File: config.mk
export PLATFORM = sky130hd
export DESIGN_NAME = codec_register_access_bridge
export DESIGN_NICKNAME = d
export VERILOG_FILES = /design/src/logic/codec_bridge_pkg.sv /design/src/logic/codec_reg_file.sv /design/src/logic/codec_register_access_bridge.sv
export SDC_FILE = /design/constraint.sdc
export NUM_CORES = 2
export LEC_CHECK = 0
export BUFFER_PORTS_ARGS = -buffer_cell sky130_fd_sc_hd__buf_4
export CAP_MARGIN = 20
export CORE_ASPECT_RATIO = 1.25
export CORE_MARGIN = 5
export CORE_UTILIZATION = 60
export DETAILED_ROUTE_END_ITERATION = 8
export HOLD_SLACK_MARGIN = 0.06
export PLACE_DENSITY = 0.88
export SYNTH_ARGS = -nofsm -noshare
export SYNTH_HDL_FRONTEND = slang
export SYNTH_HIERARCHICAL = 1
export SYNTH_SLANG_ARGS = --single-unit
File: constraint.sdc
create_clock -name i_codec_master_clock -period 7.45 [get_ports i_codec_master_clock]
set_input_delay 1.49 -clock i_codec_master_clock [delete_from_list [all_inputs] [get_ports i_codec_master_clock]]
set_output_delay 1.49 -clock i_codec_master_clock [all_outputs]
set_load 0.03 [all_outputs]
File: src/logic/codec_bridge_pkg.sv
package codec_bridge_pkg;

	// Register byte addresses on the bus
	localparam logic [31:0] CMD_ADDR      = 32'h100200a4;
	localparam logic [31:0] READBACK_ADDR = 32'h100200a8;

	// Reset values
	localparam logic [31:0] CMD_RESET      = 32'h00000000;
	localparam logic [7:0]  CODEC_RESET    = 8'h00;
	localparam logic [31:0] UNMAPPED_VALUE = 32'h00000000;

	// Field layout of the access command register
	localparam int VALUE_LSB = 0;
	localparam int VALUE_W   = 8;
	localparam int INDEX_LSB = 8;
	localparam int INDEX_W   = 7;
	localparam int GO_BIT    = 16;

	// Field layout of the readback register
	localparam int RB_VALUE_LSB = 0;
	localparam int IRQ_BIT      = 8;

	// Bus geometry
	localparam int BUS_W   = 32;
	localparam int LANES   = 4;
	localparam int LANE_W  = 8;
	localparam int WORD_LSB = 2;

	// Write latency budget: longest time, rounded down, at least one cycle
	localparam real WRITE_MAX_US  = 0.17;
	localparam real BUS_CLK_MHZ   = 20.0;
	localparam int  WRITE_FLOOR   = int'($floor(WRITE_MAX_US * BUS_CLK_MHZ));
	localparam int  WRITE_CYCLES  = (WRITE_FLOOR < 1) ? 1 : WRITE_FLOOR;
	localparam int  WRITE_SLACK   = 1;
	localparam int  CNT_W         = 4;

	// Transfer sequencer states
	typedef enum logic [0:0] {
		ST_IDLE,
		ST_BUSY
	} xfer_state_type;

endpackage

File: src/logic/codec_reg_file.sv
`timescale 1ns/1ps
module codec_reg_file
	import codec_bridge_pkg::*;
#(
	parameter int          IDX_W   = INDEX_W,
	parameter int          DATA_W  = VALUE_W,
	parameter logic [7:0]  INIT    = CODEC_RESET
)
(
	// Clock and reset
	input  wire logic              i_codec_master_clock,
	input  wire logic              i_rst,
	// Write port
	input  wire logic              i_wr_en,
	input  wire logic [IDX_W-1:0]  i_wr_index,
	input  wire logic [DATA_W-1:0] i_wr_value,
	// Read port
	input  wire logic [IDX_W-1:0]  i_rd_index,
	output logic      [DATA_W-1:0] o_rd_value
);

	localparam int DEPTH = 1 << IDX_W;

	logic [DATA_W-1:0] regs_q [DEPTH];

	// Storage, cleared to its reset value
	always_ff @(posedge i_codec_master_clock)
	begin
		if (i_rst)
		begin
			for (int i = 0; i < DEPTH; i++)
			begin
				regs_q[i] <= DATA_W'(INIT);
			end
		end
		else if (i_wr_en)
		begin
			regs_q[i_wr_index] <= i_wr_value;
		end
	end

	// Live read of the selected entry
	assign o_rd_value = regs_q[i_rd_index];

endmodule // codec_reg_file

File: src/logic/codec_register_access_bridge.sv
`timescale 1ns/1ps

module codec_register_access_bridge
	import codec_bridge_pkg::*;
#(
	parameter int IDX_W  = INDEX_W,
	parameter int DATA_W = VALUE_W
)
(
	// Clock and reset
	input  wire logic             i_codec_master_clock,
	input  wire logic             i_rst,
	// Wishbone slave
	input  wire logic             i_wb_cyc,
	input  wire logic             i_wb_stb,
	input  wire logic             i_wb_we,
	input  wire logic [BUS_W-1:0] i_wb_adr,
	input  wire logic [LANES-1:0] i_wb_sel,
	input  wire logic [BUS_W-1:0] i_wb_dat,
	output logic      [BUS_W-1:0] o_wb_dat,
	output logic                  o_wb_ack,
	// Interrupt requests
	input  wire logic             i_audio_irq,
	input  wire logic             i_codec_irq,
	output logic                  o_audio_irq
);

	// Byte-lane merge of write data into a stored word
	function automatic logic [BUS_W-1:0] merge_lanes(
		input logic [BUS_W-1:0] old_word,
		input logic [BUS_W-1:0] new_word,
		input logic [LANES-1:0] sel
	);
		logic [BUS_W-1:0] res;
		res = old_word;
		for (int l = 0; l < LANES; l++)
		begin
			if (sel[l])
			begin
				res[l*LANE_W +: LANE_W] = new_word[l*LANE_W +: LANE_W];
			end
		end
		return res;
	endfunction

	// Word-address match of a bus address
	function automatic logic addr_hit(
		input logic [BUS_W-1:0] adr,
		input logic [BUS_W-1:0] reg_addr
	);
		return adr[BUS_W-1:WORD_LSB] == reg_addr[BUS_W-1:WORD_LSB];
	endfunction

	// Bus handshake state
	logic                  ack_q;
	logic                  ack_d;
	logic [BUS_W-1:0]      rdata_q;
	logic [BUS_W-1:0]      rdata_d;

	// Command register fields
	logic [IDX_W-1:0]      index_q;
	logic [IDX_W-1:0]      index_d;
	logic [DATA_W-1:0]     value_q;
	logic [DATA_W-1:0]     value_d;

	// Transfer sequencer
	xfer_state_type        state_q;
	xfer_state_type        state_d;
	logic [CNT_W-1:0]      cnt_q;
	logic [CNT_W-1:0]      cnt_d;

	// Interrupt synchronisers and shared output
	logic                  codec_irq_meta_q;
	logic                  codec_irq_q;
	logic                  audio_irq_meta_q;
	logic                  audio_irq_q;
	logic                  irq_out_q;

	// Bus decode
	wire logic             bus_req;
	wire logic             hit_cmd;
	wire logic             hit_rb;
	wire logic             commit;
	wire logic             cmd_write;
	wire logic             busy;
	wire logic [BUS_W-1:0] cmd_view;
	wire logic [BUS_W-1:0] rb_view;
	wire logic [BUS_W-1:0] cmd_merged;
	wire logic             go_written;
	wire logic             last_cycle;
	wire logic             codec_wr_en;
	wire logic [DATA_W-1:0] codec_rd_value;

	// Request decode; a write lands on the edge that sees ack high
	assign bus_req   = i_wb_cyc & i_wb_stb;
	assign hit_cmd   = addr_hit(i_wb_adr, CMD_ADDR);
	assign hit_rb    = addr_hit(i_wb_adr, READBACK_ADDR);
	assign commit    = bus_req & ack_q;
	assign cmd_write = commit & i_wb_we & hit_cmd & ~busy;
	assign busy      = (state_q == ST_BUSY);

	assign cmd_view = {
		{(BUS_W-GO_BIT-1){1'b0}},
		busy,
		{(GO_BIT-INDEX_LSB-IDX_W){1'b0}},
		index_q,
		value_q
	};

	// live byte of the selected entry
	assign rb_view = {
		{(BUS_W-IRQ_BIT-1){1'b0}},
		codec_irq_q,
		codec_rd_value
	};

	// Merged command word and go detection
	assign cmd_merged = merge_lanes(cmd_view, i_wb_dat, i_wb_sel);
	assign go_written = cmd_write & cmd_merged[GO_BIT];

	// Last budget cycle of a running transfer
	assign last_cycle  = busy & (cnt_q == CNT_W'(WRITE_CYCLES - 1));
	assign codec_wr_en = last_cycle;

	// Handshake: ack one cycle after the request, dropped the cycle after
	always_comb
	begin
		ack_d   = bus_req & ~ack_q;
		rdata_d = rdata_q;
		if (bus_req & ~ack_q)
		begin
			if (hit_cmd)
			begin
				rdata_d = cmd_view;
			end
			else if (hit_rb)
			begin
				rdata_d = rb_view;
			end
			else
			begin
				rdata_d = UNMAPPED_VALUE;
			end
		end
	end

	// Field loads from the command register
	always_comb
	begin
		index_d = index_q;
		value_d = value_q;
		if (cmd_write)
		begin
			// index field loaded from the bus
			// index feeds the readback at once
			index_d = cmd_merged[INDEX_LSB +: IDX_W];
			// value field loaded from the bus
			value_d = cmd_merged[VALUE_LSB +: DATA_W];
		end
	end

	// Transfer sequencer
	always_comb
	begin
		state_d = state_q;
		cnt_d   = cnt_q;
		unique case (state_q)
			ST_IDLE:
			begin
				cnt_d = '0;
				if (go_written)
				begin
					state_d = ST_BUSY;
				end
			end
			ST_BUSY:
			begin
				// go holds until the store lands
				if (last_cycle)
				begin
					state_d = ST_IDLE;
					cnt_d   = '0;
				end
				else
				begin
					cnt_d = cnt_q + CNT_W'(1);
				end
			end
		endcase
	end

	// Bus side registers
	always_ff @(posedge i_codec_master_clock)
	begin
		if (i_rst)
		begin
			ack_q   <= 1'b0;
			rdata_q <= '0;
		end
		else
		begin
			ack_q   <= ack_d;
			rdata_q <= rdata_d;
		end
	end

	// Command fields and sequencer
	always_ff @(posedge i_codec_master_clock)
	begin
		if (i_rst)
		begin
			index_q <= CMD_RESET[INDEX_LSB +: IDX_W];
			value_q <= CMD_RESET[VALUE_LSB +: DATA_W];
			state_q <= ST_IDLE;
			cnt_q   <= '0;
		end
		else
		begin
			index_q <= index_d;
			value_q <= value_d;
			state_q <= state_d;
			cnt_q   <= cnt_d;
		end
	end

	// Two-stage synchronisers for the interrupt inputs
	always_ff @(posedge i_codec_master_clock)
	begin
		if (i_rst)
		begin
			codec_irq_meta_q <= 1'b0;
			codec_irq_q      <= 1'b0;
			audio_irq_meta_q <= 1'b0;
			audio_irq_q      <= 1'b0;
		end
		else
		begin
			codec_irq_meta_q <= i_codec_irq;
			codec_irq_q      <= codec_irq_meta_q;
			audio_irq_meta_q <= i_audio_irq;
			audio_irq_q      <= audio_irq_meta_q;
		end
	end

	always_ff @(posedge i_codec_master_clock)
	begin
		if (i_rst)
		begin
			irq_out_q <= 1'b0;
		end
		else
		begin
			irq_out_q <= audio_irq_q | codec_irq_q;
		end
	end

	// held index and value, single write pulse
	codec_reg_file #(
		.IDX_W  (IDX_W),
		.DATA_W (DATA_W),
		.INIT   (CODEC_RESET)
	) u_codec_regs (
		.i_codec_master_clock  (i_codec_master_clock),
		.i_rst      (i_rst),
		.i_wr_en    (codec_wr_en),
		.i_wr_index (index_q),
		.i_wr_value (value_q),
		.i_rd_index (index_q),
		.o_rd_value (codec_rd_value)
	);

	// Outputs
	assign o_wb_ack    = ack_q;
	assign o_wb_dat    = rdata_q;
	assign o_audio_irq = irq_out_q;

endmodule // codec_register_access_bridge

==> flow_metrics.py <==
metrics = {
    "timing": {
        "maxClockFrequency_mhz": 235,
        "fin_crit_ps": 4260,
        "skew_ps": 27.0,
        "setup_viol": 0,
        "hold_violations": 0,
        "final.period_utilization_pct": 57.2,
        "rsz0062_at_grt": "false",
        "tightest_slew_ps": 1150,
        "max_slew_margin_pct": 23.1,
        "slew_violations": 0,
        "fin_setup_tns_ps": 0,
    },
    "worst_hold_path": {
        "hold_path.class": "register to register",
        "whs_path_depth": 1,
        "hold_path_end": "audio_irq_q$_SDFF_PP0_",
        "min-delay-start": "audio_irq_meta_q$_SDFF_PP0_",
    },
    "worst_setup_path": {
        "cp-end-kind": "register",
        "reg2reg_from": "index_q[0]$_SDFFE_PP0P_",
        "ff2ff_setup_slack_ps": 3190,
        "r2r_end": "u_codec_regs/regs_q[39][2]$_SDFFCE_PN0P_",
        "critPathMaxFanout": 43,
        "path_class": "register to register",
        "worstPathRequired_ps": 7790,
        "critical_path_arrival_ps": 4600,
        "crit_path_start_kind": "register",
        "reg2regPathDepth": 5,
    },
    "floorplan": {
        "die_width_um": 266,
        "pin_count": 109,
        "die_area_um2": 87800,
        "start_util_pct": 60.4,
        "core_um2": 81400,
        "rows": 117,
        "die_h_um": 330,
    },
    "place": {
        "io_buffers": 73,
        "place_inst": 4050,
        "dp_hpwl_mm": 73.4,
        "gp_congestion": 0.829,
    },
    "cells_and_area": {
        "final_util_pct": 66.2,
        "final_cell_mix": "1025 x and2_1, 1024 x edfxtp_1, 336 x mux4_2, 137 x nor2_1, 129 x or2_2",
        "diodes": 0,
        "fillers": 4991,
        "final_cell_count_no_fill": 4236,
        "drive_gt1_share_pct": 24.0,
        "area_growth_pct": 9.60,
        "mostFrequentLayoutCell": "and2_1",
        "final_nets": 3159,
    },
    "global_routing": {
        "grt_usage_pct": 27.0,
        "grt_pass1_wl_mm": 179,
        "overflow": 0,
        "grt_max_degree": 171,
        "antenna_found_initial": 2,
        "grt_pass1_vias": 28300,
    },
    "yosys": {
        "yosysTopAreaCell": "edfxtp_1",
        "synth-edff-count": 1024,
        "syn_inst": 3106,
        "synth.area.top_cells": "edfxtp_1 63%, mux4_2 15%, and2_1 13%",
        "async_flop_share_pct": 0,
        "netlist_area_um2": 49200,
        "ys_types": 42,
        "ys_dominant_reg_cell": "edfxtp_1",
        "yosysSeqAreaShare_pct": 64.3,
        "synth-warning-count": 6,
        "yosys_register_bits": 1066,
        "synth.top_cell.area_share_pct": 62.5,
        "synth.avg_cell_area_um2": 15.8,
    },
    "power_and_ir_drop": {
        "leakage_nw": 17.8,
        "powerDensity_nw_per_um2": 235,
        "ir_worst_vdd_mv": 0.152,
        "finalPower_mw": 12.7,
    },
    "clock_network": {
        "cts_made_buffers": 97,
        "clk_pin_slew_ps": 60,
        "clk-insertion-delay-late_ps": 690,
        "cts_buffer_depth": 3,
        "cts_tree": "yes",
        "htree_levels": 3,
        "clockRootBuffer": "clkbuf_16",
        "hold_buffers": 0,
        "cts.sinks": 1066,
        "cts_setup_buffers": 0,
        "cts_resized": 0,
    },
    "route": {
        "wl_mm": 120,
        "drt-initial-drc-count": 3299,
        "ant_nets": 0,
        "drc": 0,
        "vias": 27600,
        "dr.pass1.iters": 5,
        "routed_via_density": 6.50,
        "wl_per_cell_um": 28.3,
    },
    "outcome": {
        "status": "complete, no violations",
    },
    "job": {
        "maxCapViolations": 0,
    },
}
==> metal layers <==
| layer | vias up | track usage (%) | share of wire (%) |
|---|---|---|---|
| met5 | - | 0 | 0 |
| met4 | 0 | 13.1 | 5.6 |
| met3 | 352 | 4.56 | 9.5 |
| met2 | 1799 | 47.3 | 52 |
| met1 | 14000 | 32.9 | 33 |
| li1 | 11400 | - | - |
==> flip-flops by register name, summed over array words and instances, names as in the netlist, 4 cells and up <==
signal	flops
value_q	8
o_wb_dat	16
index_q	7
cnt_q	4
u_codec_regs/regs_q	1024
==> worst max-delay path by stage <==
stage,from,to,cells past startpoint
after detailed placement,i_rst,u_codec_regs/regs_q[38][2]$_SDFFCE_PN0P_,5
after floorplan,index_q[0]$_SDFFE_PP0P_,o_wb_dat[0]$_SDFFE_PP0P_,9
after global placement,i_rst,u_codec_regs/regs_q[38][1]$_SDFFCE_PN0P_,5
after global routing,index_q[0]$_SDFFE_PP0P_,o_wb_dat[3]$_SDFFE_PP0P_,8
after CTS,index_q[0]$_SDFFE_PP0P_,o_wb_dat[4]$_SDFFE_PP0P_,8
final,index_q[0]$_SDFFE_PP0P_,u_codec_regs/regs_q[39][2]$_SDFFCE_PN0P_,5
==> critical path, cell delays in order, from the launching register on <==
cell	delay, ps
dfxtp_4	770
buf_4	780
and3b_1	370
nand3_2	810
nor2_1	820
or2_2	360
==> cell type report <==
type                            count  area (um^2)  share of cell area [%]
Clock buffer                      105         2500                    4.64
Clock inverter                     77          913                    1.70
Inverter                            3         11.3                  0.0209
Multi-Input combinational cell   1812        16600                    30.8
Sequential cell                  1066        31600                    58.7
Tap cell                         1071         1340                    2.49
Timing Repair Buffer              102          883                    1.64
==> power breakdown <==
group          internal (mW)  switching (mW)  total [mW]
Clock                   3.10            2.24        5.34
Sequential              6.83           0.110        6.94
Combinational          0.174           0.231       0.405
==> kinds of logic (layout without fill, tap and decap cells) <==
kind of cell	Yosys count	in the layout	share of synthesized area (%)
AO/OA/AOI/OAI	27	27	0.397
XOR/XNOR	2	2	0.0356
adder cells (fa/ha/maj)	2	2	0.0509
buffers and inverters	243	287	2.11
flip-flops	1066	1066	64.3
multiplexers	359	359	15.9
other	1	16	0.00763
AND/OR/NAND/NOR	1406	1406	17.2
==> synth_stat cells (9+ instances only) <==
| master | instances |
|---|---|
| nor2b_1 | 25 |
| mux2i_1 | 9 |
| nor2_1 | 137 |
| and2_1 | 1025 |
| or4_1 | 9 |
| nand2b_1 | 21 |
| a22oi_1 | 9 |
| buf_1 | 21 |
| nand2_1 | 27 |
| a21oi_1 | 9 |
| mux2_2 | 14 |
| edfxtp_1 | 1024 |
| mux4_2 | 336 |
| buf_2 | 17 |
| buf_4 | 26 |
| clkbuf_1 | 175 |
| dfxtp_1 | 42 |
| or2_2 | 129 |
| nand3_1 | 10 |
==> through the flow <==
step / hold slack, ps / area (um^2) / setup WS (ps)
5_1_grt: 473 / 53900 / 3010
3_5_place_dp: 433 / 50400 / 2790
4_1_cts: 446 / 53800 / 3220
3_3_place_gp: 420 / 50400 / 2890
2_1_floorplan: 411 / 49200 / 4240
6_report: 441 / 53900 / 3190
(Power assumes the default switching activity.)
